$ cat src/hdl/spi_cmd_bank_regs.vh
// Register offsets, field positions, reset values and timing counts of the command bank
`ifndef SPI_CMD_BANK_REGS_VH
`define SPI_CMD_BANK_REGS_VH
// Byte offsets on the Avalon-MM slave (word aligned)
`define OFS_CMD_BASE 6'h00
`define OFS_CTRL 6'h20
`define OFS_BITRATE 6'h24
`define OFS_LEADDLY 6'h28
`define OFS_NEGDLY 6'h2c
`define OFS_NEXTDLY 6'h30
`define OFS_SEQCTL 6'h34
`define OFS_SEQSTAT 6'h38
`define OFS_POLARITY 6'h3c
// Command word fields
`define CW_LEAD_EN 15
`define CW_NEG_EN 14
`define CW_NEXT_EN 13
`define CW_LSB_FIRST 12
`define CW_LEN_HI 11
`define CW_LEN_LO 8
`define CW_KEEP 7
`define CW_SEL_HI 6
`define CW_SEL_LO 4
`define CW_DIV_HI 3
`define CW_DIV_LO 2
`define CW_CLOCK_POLARITY 1
`define CW_CLOCK_PHASE 0
`define CW_RESET 16'h070d
// Control register fields
`define CTL_ENABLE 0
`define CTL_MASTER 1
`define CTL_MULTI 2
`define CTL_START 3
`define CTL_FOURSEL 4
// Other reset values
`define BITRATE_RESET 8'hff
// Fixed part of the next-access delay, in peripheral clocks
`define NEXT_EXTRA_CLKS 4'h2
`endif

$ cat src/hdl/spi_command_format_bank.v
// Command-word bank and master sequencer of a synchronous serial port, with Avalon-MM registers
// Contract
// Eight command words, referenced in programmed sequence
// Slave mode uses command word 0 only
// Clock lead delay: one period or register
// Select negate delay: one period or register
// Next-access delay: period plus two clocks
// Software clears delay bits for slave mode
// Bit 12 chooses MSB or LSB first
// Length codes: 8 bits, then 9..16
// Keep bit holds select until next access
// Select choice drives one of eight lines
// Asserted line takes its polarity bit
// Multi-master with choice 0: all negated
// Four-line channel: choices 4..7 negated
// Divider select divides rate by 1..8
// Polarity bit sets clock idle level
// Phase bit picks sampling edge parity
// Software leaves active word alone mid-transfer
// Software leaves word 0 in slave mode
// Both ends share polarity and phase
// Read-only 3-bit command pointer
// Rate is clock over 2(n+1)2^N
// Lead delay codes mean 1..8 periods
// Pointer advances and wraps after transfer
// Command words reset to 0x070d
//
// Our own choices: the Avalon-MM slave port and the address map.
`include "spi_cmd_bank_regs.vh"
module spi_command_format_bank #(
    parameter NUM_CMD = 8
) (
    // System
    input wire clk_sys,
    input wire rst,
    // Avalon-MM slave
    input wire [5:0] avsAddress,
    input wire avsRead,
    input wire avsWrite,
    input wire [31:0] avsWriteData,
    input wire [3:0] avsByteEnable,
    output reg [31:0] avsReadData,
    output reg avsWaitRequest,
    // Transmit and receive words
    input wire [15:0] txWord,
    output reg [15:0] rxWord,
    output reg rxValid,
    // Serial pins
    output reg sclkOut,
    output reg sclkOe,
    input wire sclkIn,
    output reg mosiOut,
    input wire misoIn,
    output reg slaveMisoOut,
    input wire mosiIn,
    output reg [7:0] selectOut,
    input wire selectIn0
);
    localparam ST_IDLE = 3'h0;
    localparam ST_LEAD = 3'h1;
    localparam ST_SHIFT = 3'h2;
    localparam ST_NEG = 3'h3;
    localparam ST_NEXT = 3'h4;
    localparam ST_EXTRA = 3'h5;

    reg [15:0] cmdWord_ff [0:NUM_CMD-1];
    reg [4:0] ctrl_ff;
    reg [7:0] bitRate_ff;
    reg [2:0] leadDly_ff;
    reg [2:0] negDly_ff;
    reg [2:0] nextDly_ff;
    reg [2:0] seqLen_ff;
    reg [2:0] cmdPtr_ff;
    reg [7:0] selPol_ff;
    reg [2:0] state_ff;
    reg [11:0] rateCnt_ff;
    reg [3:0] halfCnt_ff;
    reg [4:0] edgeCnt_ff;
    reg [15:0] shift_ff;
    reg [15:0] rxShift_ff;
    reg keepSel_ff;
    reg [7:0] heldSel_ff;
    reg busy_ff;
    reg startPend_ff;
    reg [2:0] sclkSync_ff;
    reg [2:0] selSync_ff;
    reg [2:0] mosiSync_ff;
    reg [4:0] slvCnt_ff;
    reg [15:0] slvShift_ff;
    reg [15:0] slvOut_ff;

    wire [15:0] cw = cmdWord_ff[cmdPtr_ff];
    wire [15:0] cw0 = cmdWord_ff[0];
    wire isMaster = ctrl_ff[`CTL_MASTER];
    wire isEnabled = ctrl_ff[`CTL_ENABLE];
    wire [4:0] bitLen = lenOf(cw[`CW_LEN_HI:`CW_LEN_LO]);
    wire [4:0] bitLen0 = lenOf(cw0[`CW_LEN_HI:`CW_LEN_LO]);
    // Half bit period in peripheral clocks: (n+1)*2^N; a full period is twice that
    wire [11:0] halfPeriod = {4'h0, bitRate_ff} + 12'h001 << cw[`CW_DIV_HI:`CW_DIV_LO];

    // Data length code: 0..7 give 8 bits, 8..15 give 9..16
    function [4:0] lenOf;
        input [3:0] code;
        begin
            if (code[3]) begin
                lenOf = {1'b0, code} + 5'h01;
            end else begin
                lenOf = 5'h08;
            end
        end
    endfunction

    // Select lines for a command, with suppressed choices giving all negated
    function [7:0] selOf;
        input [2:0] choice;
        input [7:0] pol;
        input multi;
        input fourSel;
        reg [7:0] oneHot;
        begin
            oneHot = 8'h01 << choice;
            if ((multi && choice == 3'h0) || (fourSel && choice[2])) begin
                oneHot = 8'h00;
            end
            selOf = (oneHot & pol) | (~oneHot & ~pol);
        end
    endfunction

    // Bus slave: every access answers one cycle after it is raised
    integer i;
    always @(posedge clk_sys) begin
        if (rst) begin
            for (i = 0; i < NUM_CMD; i = i + 1) begin
                cmdWord_ff[i] <= `CW_RESET;
            end
            ctrl_ff <= 5'h00;
            bitRate_ff <= `BITRATE_RESET;
            leadDly_ff <= 3'h0;
            negDly_ff <= 3'h0;
            nextDly_ff <= 3'h0;
            seqLen_ff <= 3'h0;
            selPol_ff <= 8'h00;
            avsWaitRequest <= 1'b1;
            avsReadData <= 32'h00000000;
            startPend_ff <= 1'b0;
        end else begin
            avsWaitRequest <= ~((avsRead | avsWrite) & avsWaitRequest);
            if (busy_ff) begin
                startPend_ff <= 1'b0;
            end
            if ((avsRead | avsWrite) && avsWaitRequest) begin
                avsReadData <= 32'h00000000;
                if (avsAddress[5] == 1'b0) begin
                    if (avsWrite) begin
                        if (avsByteEnable[0]) begin
                            cmdWord_ff[avsAddress[4:2]][7:0] <= avsWriteData[7:0];
                        end
                        if (avsByteEnable[1]) begin
                            cmdWord_ff[avsAddress[4:2]][15:8] <= avsWriteData[15:8];
                        end
                    end
                    avsReadData <= {16'h0000, cmdWord_ff[avsAddress[4:2]]};
                end else begin
                    case (avsAddress)
                        `OFS_CTRL: begin
                            if (avsWrite && avsByteEnable[0]) begin
                                ctrl_ff <= {avsWriteData[4], 1'b0, avsWriteData[2:0]};
                                if (avsWriteData[`CTL_START]) begin
                                    startPend_ff <= 1'b1;
                                end
                            end
                            avsReadData <= {27'h0, ctrl_ff[4], startPend_ff | busy_ff,
                                ctrl_ff[2:0]};
                        end
                        `OFS_BITRATE: begin
                            if (avsWrite && avsByteEnable[0]) bitRate_ff <= avsWriteData[7:0];
                            avsReadData <= {24'h0, bitRate_ff};
                        end
                        `OFS_LEADDLY: begin
                            if (avsWrite && avsByteEnable[0]) leadDly_ff <= avsWriteData[2:0];
                            avsReadData <= {29'h0, leadDly_ff};
                        end
                        `OFS_NEGDLY: begin
                            if (avsWrite && avsByteEnable[0]) negDly_ff <= avsWriteData[2:0];
                            avsReadData <= {29'h0, negDly_ff};
                        end
                        `OFS_NEXTDLY: begin
                            if (avsWrite && avsByteEnable[0]) nextDly_ff <= avsWriteData[2:0];
                            avsReadData <= {29'h0, nextDly_ff};
                        end
                        `OFS_SEQCTL: begin
                            if (avsWrite && avsByteEnable[0]) seqLen_ff <= avsWriteData[2:0];
                            avsReadData <= {29'h0, seqLen_ff};
                        end
                        `OFS_SEQSTAT: begin
                            avsReadData <= {29'h0, cmdPtr_ff};
                        end
                        `OFS_POLARITY: begin
                            if (avsWrite && avsByteEnable[0]) selPol_ff <= avsWriteData[7:0];
                            avsReadData <= {24'h0, selPol_ff};
                        end
                        default: begin
                            avsReadData <= 32'h00000000;
                        end
                    endcase
                end
            end
        end
    end

    // Master sequencer. Delays count in full serial periods (two half periods).
    always @(posedge clk_sys) begin
        if (rst) begin
            state_ff <= ST_IDLE;
            cmdPtr_ff <= 3'h0;
            rateCnt_ff <= 12'h000;
            halfCnt_ff <= 4'h0;
            edgeCnt_ff <= 5'h00;
            shift_ff <= 16'h0000;
            rxShift_ff <= 16'h0000;
            keepSel_ff <= 1'b0;
            heldSel_ff <= 8'h00;
            busy_ff <= 1'b0;
            sclkOut <= 1'b0;
            sclkOe <= 1'b0;
            mosiOut <= 1'b0;
            selectOut <= 8'h00;
            rxWord <= 16'h0000;
            rxValid <= 1'b0;
        end else begin
            rxValid <= 1'b0;
            sclkOe <= isMaster & isEnabled;
            if (!(isMaster && isEnabled)) begin
                state_ff <= ST_IDLE;
                busy_ff <= 1'b0;
                cmdPtr_ff <= 3'h0;
                sclkOut <= cw0[`CW_CLOCK_POLARITY];
                selectOut <= ~selPol_ff;
            end else begin
                case (state_ff)
                    ST_IDLE: begin
                        sclkOut <= cw[`CW_CLOCK_POLARITY];
                        selectOut <= keepSel_ff ? heldSel_ff : ~selPol_ff;
                        if (startPend_ff && !busy_ff) begin
                            busy_ff <= 1'b1;
                            selectOut <= selOf(cw[`CW_SEL_HI:`CW_SEL_LO], selPol_ff,
                                ctrl_ff[`CTL_MULTI], ctrl_ff[`CTL_FOURSEL]);
                            shift_ff <= cw[`CW_LSB_FIRST] ? txWord :
                                bitRev(txWord) >> (5'h10 - bitLen);
                            // The first shift half period ends the lead, so code k waits 2k+1 here
                            halfCnt_ff <= cw[`CW_LEAD_EN] ? {leadDly_ff, 1'b0} : 4'h0;
                            rateCnt_ff <= 12'h000;
                            edgeCnt_ff <= 5'h00;
                            state_ff <= ST_LEAD;
                        end
                    end
                    ST_LEAD, ST_NEG, ST_NEXT: begin
                        if (rateCnt_ff == halfPeriod - 12'h001) begin
                            rateCnt_ff <= 12'h000;
                            if (halfCnt_ff == 4'h0) begin
                                if (state_ff == ST_LEAD) begin
                                    state_ff <= ST_SHIFT;
                                    if (!cw[`CW_CLOCK_PHASE]) mosiOut <= shift_ff[0];
                                end else if (state_ff == ST_NEG) begin
                                    keepSel_ff <= cw[`CW_KEEP];
                                    heldSel_ff <= selectOut;
                                    if (!cw[`CW_KEEP]) selectOut <= ~selPol_ff;
                                    halfCnt_ff <= cw[`CW_NEXT_EN] ? {nextDly_ff, 1'b1} : 4'h1;
                                    state_ff <= ST_NEXT;
                                end else begin
                                    halfCnt_ff <= `NEXT_EXTRA_CLKS - 4'h1;
                                    state_ff <= ST_EXTRA;
                                end
                            end else begin
                                halfCnt_ff <= halfCnt_ff - 4'h1;
                            end
                        end else begin
                            rateCnt_ff <= rateCnt_ff + 12'h001;
                        end
                    end
                    ST_SHIFT: begin
                        if (rateCnt_ff == halfPeriod - 12'h001) begin
                            rateCnt_ff <= 12'h000;
                            sclkOut <= ~sclkOut;
                            edgeCnt_ff <= edgeCnt_ff + 5'h01;
                            // Odd edges sample when phase is 0, even edges otherwise
                            if (edgeCnt_ff[0] == cw[`CW_CLOCK_PHASE]) begin
                                rxShift_ff <= cw[`CW_LSB_FIRST] ?
                                    {misoIn, rxShift_ff[15:1]} : {rxShift_ff[14:0], misoIn};
                            end else begin
                                // Phase 0 already shows bit 0 before the first edge
                                mosiOut <= cw[`CW_CLOCK_PHASE] ? shift_ff[0] : shift_ff[1];
                                shift_ff <= shift_ff >> 1;
                            end
                            if (edgeCnt_ff == {bitLen[3:0], 1'b0} - 5'h01) begin
                                halfCnt_ff <= cw[`CW_NEG_EN] ? {negDly_ff, 1'b1} : 4'h1;
                                state_ff <= ST_NEG;
                            end
                        end else begin
                            rateCnt_ff <= rateCnt_ff + 12'h001;
                        end
                    end
                    ST_EXTRA: begin
                        if (halfCnt_ff == 4'h0) begin
                            rxWord <= cw[`CW_LSB_FIRST] ? rxShift_ff >> (5'h10 - bitLen) :
                                rxShift_ff;
                            rxValid <= 1'b1;
                            cmdPtr_ff <= (cmdPtr_ff == seqLen_ff) ? 3'h0 : cmdPtr_ff + 3'h1;
                            busy_ff <= 1'b0;
                            state_ff <= ST_IDLE;
                        end else begin
                            halfCnt_ff <= halfCnt_ff - 4'h1;
                        end
                    end
                    default: begin
                        state_ff <= ST_IDLE;
                    end
                endcase
            end
        end
    end

    // MSB-first words are reversed so the shifter always sends bit 0 first
    function [15:0] bitRev;
        input [15:0] w;
        integer k;
        begin
            for (k = 0; k < 16; k = k + 1) begin
                bitRev[k] = w[15-k];
            end
        end
    endfunction

    // Slave receiver: pins pass three flops, an edge counts when the last two differ
    wire slvClk = sclkSync_ff[2] ^ cw0[`CW_CLOCK_POLARITY];
    wire slvEdge = (sclkSync_ff[1] == sclkSync_ff[2]) ? 1'b0 : 1'b1;
    wire slvSel = selSync_ff[2] == selPol_ff[0];
    wire slvSample = slvEdge && ((sclkSync_ff[1] ^ cw0[`CW_CLOCK_POLARITY]) != cw0[`CW_CLOCK_PHASE]);
    always @(posedge clk_sys) begin
        if (rst) begin
            sclkSync_ff <= 3'h0;
            selSync_ff <= 3'h0;
            mosiSync_ff <= 3'h0;
            slvCnt_ff <= 5'h00;
            slvShift_ff <= 16'h0000;
            slvOut_ff <= 16'h0000;
            slaveMisoOut <= 1'b0;
        end else begin
            sclkSync_ff <= {sclkSync_ff[1:0], sclkIn};
            selSync_ff <= {selSync_ff[1:0], selectIn0};
            mosiSync_ff <= {mosiSync_ff[1:0], mosiIn};
            if (isMaster || !isEnabled || !slvSel) begin
                slvCnt_ff <= 5'h00;
                slvOut_ff <= cw0[`CW_LSB_FIRST] ? txWord : bitRev(txWord) >> (5'h10 - bitLen0);
                slaveMisoOut <= cw0[`CW_LSB_FIRST] ? txWord[0] :
                    txWord[bitLen0[3:0] - 4'h1];
            end else if (slvSample) begin
                slvShift_ff <= cw0[`CW_LSB_FIRST] ? {mosiSync_ff[2], slvShift_ff[15:1]} :
                    {slvShift_ff[14:0], mosiSync_ff[2]};
                slvOut_ff <= slvOut_ff >> 1;
                slvCnt_ff <= (slvCnt_ff == bitLen0 - 5'h01) ? 5'h00 : slvCnt_ff + 5'h01;
            end else if (slvEdge) begin
                slaveMisoOut <= slvOut_ff[0];
            end
        end
    end
endmodule

$ cat config.mk
export PLATFORM = sky130hd
export DESIGN_NAME = spi_command_format_bank
export DESIGN_NICKNAME = d
export VERILOG_FILES = /design/src/hdl/spi_command_format_bank.v
export VERILOG_INCLUDE_DIRS = /design/src /design/src/hdl
export SDC_FILE = /design/constraint.sdc
export NUM_CORES = 1
export LEC_CHECK = 0
export BUFFER_PORTS_ARGS = -buffer_cell sky130_fd_sc_hd__clkbuf_2
export CORE_MARGIN = 1.5
export CORE_UTILIZATION = 50
export CTS_BUF_LIST = sky130_fd_sc_hd__clkbuf_8 sky130_fd_sc_hd__clkbuf_16
export DETAILED_ROUTE_END_ITERATION = 10
export GPL_TIMING_DRIVEN = 1
export PLACE_DENSITY_LB_ADDON = 0.15
export SYNTH_ARGS = -nofsm -noshare
export SYNTH_HDL_FRONTEND = slang
export SYNTH_SLANG_ARGS = --single-unit
$ cat constraint.sdc
create_clock -name clk_sys -period 14.4 [get_ports clk_sys]
set_input_delay 0.72 -clock clk_sys [delete_from_list [all_inputs] [get_ports clk_sys]]
set_output_delay 0.72 -clock clk_sys [all_outputs]
set_load 0.05 [all_outputs]
# Word-level counts from Yosys, hierarchy flattened
# Memories as Yosys holds them, arrays and structs flattened. A register that Yosys moved wholly into a read port is not among the register bits.
# Index checks and enable logic that the tools add are counted.
# word_totals
reg_bits,186
ram_bits,128
inputBits,66
wordCells,256
memories,1
# memory_table
name,depth,width,read_ports,rd_ports_with_merged_regs,write_ports,line,text
cmdWord_ff,8,16,3,1,8,spi_command_format_bank.v:66,reg [15:0] cmdWord_ff [0:NUM_CMD-1];
# classes
n_addsub,12
n_lt_le_gt_ge,1
n_eq_ne,41
n_shift,5
mux,103
n_bitwise,15
n_reduce_logical,48
# op_table
operator,count
$mux W16,11
$mux W8,13
$pmux W8 S8,1
$eq A6 B6 Y1 const B,8
$shr A16 B5 Y16,3
$mux W4,11
$mux W1,39
$reduce_and A4 Y1,9
$mux W3,11
$pmux W16 S2,1
$mux W12,2
$pmux W12 S2,1
$ne A3 B3 Y1 const B,7
$mux W5,4
$ne A2 B2 Y1 const B,10
$reduce_and A6 Y1,3
$and A8 B8 Y8,2
$not A8 Y8,2
$pmux W4 S4,1
$pmux W8 S2,1
$reduce_and A8 Y1,2
$reduce_or A16 Y1,1
$add A12 B1 Y12 const B,1
$eq A12 B12 Y1,1
43 further kinds,80

# Logic depth before layout (Yosys ltp)
# Gate-level depths: netlist (run 1).
# depth
ltp_word,14
ltp_mapped,20
mapped_depth_nobuf,17

# Worst setup path before layout (run 1)
# No wires, ideal clock.
# synth_path
kind,reg-to-reg
startpoint,register (tool-made name)
endpoint,register rxWord[0]
setup_time_ns,0.091
t_arrival_ns,4.770
slack_ns,9.539
stages_incl_launch_ff,18
path_buffers,7
path_cell_list,dfxtp_1 > buf_6 > buf_2 > mux4_2 > mux2_2 > nor2_2 > buf_2 > buf_2 > inv_1 > ha_1 > clkbuf_1 > clkbuf_1 > buf_1 > mux2i_1 > mux2i_1 > o21ai_0 > nand2_1 > a311oi_1
# synth_rtl
element,line,text
end signal: assignment,spi_command_format_bank.v:305,rxWord <= cw[`CW_LSB_FIRST] ? rxShift_ff >> (5'h10 - bitLen) :
end: declaration,spi_command_format_bank.v:46,"output reg [15:0] rxWord,"

==> results of run 1 <==
[sequential cells by signal, indices dropped and copies added (netlist names), 12 cells and up, named ones only]
signal / count
avsReadData: 16
rxWord: 16
rxShift_ff: 16
rateCnt_ff: 12
cmdWord_ff: 128
slvOut_ff: 16
shift_ff: 16
[final cells by class]
| type | instances | area [µm²] |
|---|---|---|
| clock buffers | 43 | 1008 |
| inverters | 26 | 97.59 |
| fillers | 3241 | 15930 |
| multi-input cells | 1477 | 10770 |
| repair buffers | 129 | 740.7 |
| flip-flops and latches | 301 | 7308 |
| clock inverters | 23 | 352.8 |
| well taps | 468 | 585.6 |
[power by group through the flow]
stage | combinational (mW) | clock (mW) | sequential, mW
after floorplan | 0.105 | 0 | 0.947
after global placement | 0.172 | 0 | 0.932
after detailed placement | 0.174 | 0 | 0.933
after CTS | 0.175 | 1.05 | 0.915
after global routing | 0.188 | 1.08 | 0.917
final | 0.176 | 1.03 | 0.915
[per-stage QoR]
stage                     setup WS [ps]  utilization
final                              8329       0.5671
after floorplan                    9539            -
after CTS                          8418       0.5671
after detailed placement           8490       0.5301
after global routing               7824       0.5671
after global placement             8526       0.5301
[path summary, 6_finish.rpt]
check                           slack (ps)              to  depth (start not counted)           from
worst max-delay path                  8330    shift_ff[11]                         18      flip-flop
worst min-delay path                   380  sclkSync_ff[0]                          2         sclkIn
worst max register to register        8330    shift_ff[11]                         18      flip-flop
worst min register to register         440   selSync_ff[1]                          1  selSync_ff[0]
[per-layer routing]
layer,global-route usage,share of wire
met1,0.3749,0.45
met2,0.4234,0.46
met3,0.05767,0.073
met4,0.07747,0.025
met5,0,0
[synth_stat cells (all sizes together), types with 10 or more instances]
cell / count
a211oi: 38
nor2: 196
xor2: 15
dfxtp: 173
o31ai: 14
edfxtp: 128
a22oi: 20
a21o: 15
buf: 56
a221oi: 32
nand3: 32
or3: 53
mux2i: 181
a311oi: 11
o211ai: 16
inv: 25
nor2b: 30
mux2: 21
o22ai: 20
mux4: 75
a21oi: 78
clkbuf: 99
nand2: 178
nor3: 39
ha: 13
nor3b: 10
xnor2: 18
and2: 89
nand4: 12
and3: 14
nor4: 13
o21ai: 104
nand2b: 18
[cell families (layout without fill, tap and decap cells)]
logic type | after synthesis | in the layout | synth area share
compound gates | 428 | 428 | 0.1571
xor+xnor | 33 | 33 | 0.01539
fa+ha+maj | 13 | 13 | 0.008663
buf+inv | 181 | 221 | 0.04278
flops | 301 | 301 | 0.3892
mux | 277 | 277 | 0.1995
other cells | 1 | 16 | 0.0001997
simple gates | 710 | 710 | 0.1872
==> results.md, run 1 <==
* Outcome: complete, no violations
* DR DRC count at 0
* Crit-path slowest cell: nor3_2
* Final ANT Viol Nets at 0
* CTS Buf Count at 36
* Share of layout cells above drive strength 1 at 0.1591
* Io pins at between 100 and 150
* Most area-consuming cells after synthesis: edfxtp_1 (20%), dfxtp_1 (18%), mux2i_1 (9.6%), mux4_2 (9.0%), nor2_1 (3.9%)
* Max Freq at 164.7 MHz
* Flop and latch count out of synthesis at ~300
* Sw frac at 0.2431
* Worst Hold Class: input port to flip-flop
* Leading area contributor after synthesis: edfxtp_1
* Post-placement cell count at ~2400
* Die W at just under 200 µm
* P_sw at 516.5 µW
* Clock share of power at 0.486
* Clock slew at reported path FFs at about 60 ps
* RSZ-0062 raised after global routing: no
* Core Area at between 30000 and 40000 µm²
* Sequential share of the synthesized area at 0.3892
* Commonest non-fill, non-tap cell in the layout: nor2_1
* Wire length per cell at 21.13 µm
* Global-route usage over all layers at 0.2695
* Total grt overflow at 0
* Avg Cell Area, Syn at around 9.7 µm²
* Delay-heaviest family, CP: simple AND/OR/NAND/NOR gates
* Postcts setup bufs at 0
* Worst Path Arrival at around 6500 ps
* Number of DRC markers in iteration 0 at 1254
* Number of global-route vias before repair at approximately 15000
* Post-DP Area at between 15000 and 20000 µm²
* Fin Hold WS at about 380 ps
* Clock buffer depth at 3
* Total power at 2.125 mW
* Final Hold Viols at 0
* PD cells at about 100 nW/µm²
* # hold bufs at CTS at 0
* Final cell count without fillers at ~2500
* Critical path buffers and inverters at 1
* Starting Density at 0.5104
* Crit path required time at around 15000 ps
* Final net count at approximately 2100
* Synth-to-layout area growth at 11.10%
* VDD IR-drop max at around 110 µV
* Setup violations, final at 0
* Root Driver: clkbuf_16
* Syn Inst Count at ~1900
* Worst Setup Path Type: flip-flop to flip-flop
* First-pass GRT wire length at between 80 and 90 mm
* Fin area at ~21000 µm²
* DRT Wirelength at approximately 52 mm
* Drt via density at about 6.3
* Number of diodes at 0
* Mapped Area at 18780 µm²
* Kind of start point of the critical path: flip-flop
* Worst Clk Skew at 27.30 ps
* Leak at 7.243 nW
* Worst Tran Pin Value at 1245 ps
* Slew Limit Fails at 0
* Logic pwr share at 0.083
* Post-CTS sizing at 0
* Sequential power share at 0.431
* Max stage delay on crit path at 980 ps
* # rows at 70
* IO buf count at 92
* Post-DP HPWL at 35.88 mm
* Die area at between 30000 and 40000 µm²
* Critical Path, Cell by Cell: buf_4, mux2i_1, a22oi_2, nand2_1, and2_1, o21ai_0, ha_1, xor2_1, xnor2_1, o32ai_1, nand2_1, a21o_1, a32oi_1, nand4_1, or4_1, nor3_2, o21ai_0, o41ai_1
* Slew headroom at 0.1654
* Top-area cell type share of the netlist area at 0.2047
* Maxcap violations at 0
* Period utilization at 0.4216
* Synth cell types at 89
* Yosys Warn Count at 0
* Post-synth EDFFs at approximately 130
* Top_reg_cell synth: dfxtp_1
* Die span in y at ~200 µm
* Clock Sinks at 301
* CP Max Fanout at 36
* Setup TNS at 0 ps
* CP endpoint kind: flip-flop
* Min cycle time layout at about 6000 ps
* GP Congestion at 0.9093
* DRT Pass-1 Iters at 5
* Initial antenna violation count at 1
* H-tree depth at 2
* Largest net degree at the start of global routing at between 70 and 80
* P_int at between 1.5 and 2 mW
* Ys async rst share at 0
* Most frequent cells in the layout: nor2_1 (192), mux2i_1 (180), nand2_1 (178)
* CTS tree: yes
* Via total after detailed routing at around 15000
* Clk Latency, worst-skew pair at 570 ps
Note: power is estimated with default switching activity, not from simulation.
==> run 2, diff against run 1 <==
==> constraint.sdc (replaced) <==
create_clock -name clk_sys -period 6 [get_ports clk_sys]
set_input_delay 0.3 -clock clk_sys [delete_from_list [all_inputs] [get_ports clk_sys]]
set_output_delay 0.3 -clock clk_sys [all_outputs]
set_load 0.05 [all_outputs]
==> results.md, run 2 (same netlist as run 1, synthesis figures left out) <==
* Outcome: complete, no violations
* Number of DRC markers in iteration 0 at 1391 (+11%)
* Synth-to-layout area growth at 10.16%
* Setup TNS at 0 ps (unchanged)
* Root Driver: clkbuf_16
* Largest net degree at the start of global routing at 117 (+60%)
* First-pass GRT wire length at 82.61 mm (+0.31%)
* DRT Wirelength at 52.60 mm (+0.92%)
* Total grt overflow at 0 (unchanged)
* Max Freq at 177.5 MHz (+7.7%)
* Leak at 7.193 nW (-0.69%)
* Io pins at 128 (unchanged)
* Min cycle time layout at 5635 ps (-436.0 ps)
* Final ANT Viol Nets at 0 (unchanged)
* PD cells at 227.8 nW/µm² (+120%)
* Hold Path Cell Cnt at 4 (+2)
* Drt via density at 6.265 (about the same)
* Core Area at 36790 µm² (unchanged)
* Final net count at 2054 (+0.20%)
* Worst Hold Launch: misoIn
* Fillers at 3251 (+0.31%)
* # rows at 70 (unchanged)
* DRT Pass-1 Iters at 5 (unchanged)
* CP Max Fanout at 13 (-64%)
* Clock Sinks at 301 (unchanged)
* Die W at 196.8 µm (unchanged)
* Grt peak-use layer: met2
* Met3 usage at 0.04090 (-0.01677)
* DR DRC count at 0 (unchanged)
* Commonest non-fill, non-tap cell in the layout: nor2_1
* Clock buffer depth at 3 (unchanged)
* Max FFs per register at 128 (unchanged)
* Worst Hold Class: input port to flip-flop
* CP endpoint kind: flip-flop
* H-tree depth at 2 (unchanged)
* FF-to-FF End: keepSel_ff
* GR Layer Usage met1 at 0.3855 (+0.01051)
* Number of global-route vias before repair at 14690 (+0.054%)
* Period utilization at 0.9391 (+0.5176)
* Worst R2R Path Depth at 17 (-1)
* Most frequent cells in the layout: nor2_1 (192), mux2i_1 (180), nand2_1 (178)
* Worst Hold End: rxShift_ff[15]
* GP Congestion at 0.9296 (+2.2%)
* Final Hold Viols at 0 (unchanged)
* Maxcap violations at 0 (unchanged)
* Crit path required time at 6480 ps (-8350 ps)
* Global-route usage over all layers at 0.2709 (+0.001417)
* Starting Density at 0.5104 (unchanged)
* Clk Latency, worst-skew pair at 550 ps (-20 ps)
* Via total after detailed routing at 15480 (+0.19%)
* Share of layout cells above drive strength 1 at 0.1543 (-0.004811)
* IO buf count at 92 (unchanged)
* Biggest register: cmdWord_ff
* Worst Setup Path Type: flip-flop to flip-flop
* Setup violations, final at 0 (unchanged)
* Worst Tran Pin Value at 1251 ps (+6.018 ps)
* CTS Buf Count at 36 (unchanged)
* Wire length per cell at 21.29 µm (+0.76%)
* Initial antenna violation count at 1 (unchanged)
* RSZ-0062 raised after global routing: no
* Met2 GRT Util at 0.4269 (+0.003534)
* VDD IR-drop max at 201.1 µV (+85%)
* Worst Clk Skew at 17.53 ps (-9.770 ps)
* Clock slew at reported path FFs at 60 ps (about the same)
* R2r setup slk at 370 ps (-7960 ps)
* Die span in y at 196.8 µm (unchanged)
* Number of diodes at 0 (unchanged)
* Worst Path Arrival at 6110 ps (-400 ps)
* Kind of start point of the critical path: flip-flop
* Post-DP HPWL at 36.92 mm (+2.9%)
* Final core occ at 0.5622 (-0.004830)
* CTS tree: yes
* Die area at 38720 µm² (unchanged)
* Slew headroom at 0.1570 (-0.008304)
* Slew Limit Fails at 0 (unchanged)
-- run 2: where the power goes --
group	switching (mW)	internal [mW]
Sequential	0.0242	2.17
Combinational	0.287	0.134
Clock	0.890	1.21
-- run 2: metrics by stage --
stage | power, mW | setup slack (ps) | hold WS (ps) | instances | instance area (µm²)
floorplan | 2.524 | 1139 | 413.8 | 1959 | 18830
global placement | 2.649 | 645.3 | 431.1 | 2403 | 19530
detailed placement | 2.656 | 519.3 | 427.2 | 2403 | 19530
CTS | 4.739 | 471.4 | 86.95 | 2471 | 20680
global route | 4.846 | 32.79 | 125.4 | 2471 | 20680
finish | 4.712 | 365.2 | 105.4 | 2471 | 20680
-- run 2: worst max path at each step --
stage | from | endpoint | cells past startpoint
after floorplan | flip-flop | rxWord[0] | 17
after CTS | flip-flop | keepSel_ff | 17
after global placement | flip-flop | keepSel_ff | 17
after detailed placement | flip-flop | keepSel_ff | 17
final | flip-flop | keepSel_ff | 17
after global routing | flip-flop | keepSel_ff | 17
-- run 2: area by class of cell --
type | count | area [µm²] | share of cell area
Multi-Input combinational cell | 1477 | 10770 | 0.5206
Sequential cell | 301 | 7308 | 0.3534
Clock buffer | 41 | 969.7 | 0.04688
Timing Repair Buffer | 133 | 788.3 | 0.03811
Tap cell | 468 | 585.6 | 0.02831
Clock inverter | 25 | 166.4 | 0.008046
Inverter | 26 | 97.59 | 0.004719
-- run 2: what timing repair did --
action	CTS	global route
gates resized for setup	0	0
setup buffers	0	0
hold buffers	2	0
endpoints found under the hold margin	2	0
-- run 2: per-layer routing --
| metal | up-vias | wire (µm) |
|---|---|---|
| li1 | 7336 | - |
| met1 | 7520 | 23950 |
| met2 | 546 | 24020 |
| met3 | 78 | 3459 |
| met4 | 2 | 1161 |
| met5 | - | 11 |
-- run 2: critical path, stage by stage (launching register included) --
cell     delay (ps)
dfxtp_1         700
nor2_2          100
a22oi_2         430
nand2_1         330
and2_1          270
o21ai_0         180
ha_1            300
xor2_1          410
xnor2_1         120
o32ai_1         260
nand2_1          90
a21o_1          170
a32oi_1         220
nand4_1         200
or4_1           460
or4_1           820
or2_0           340
a21oi_2         140
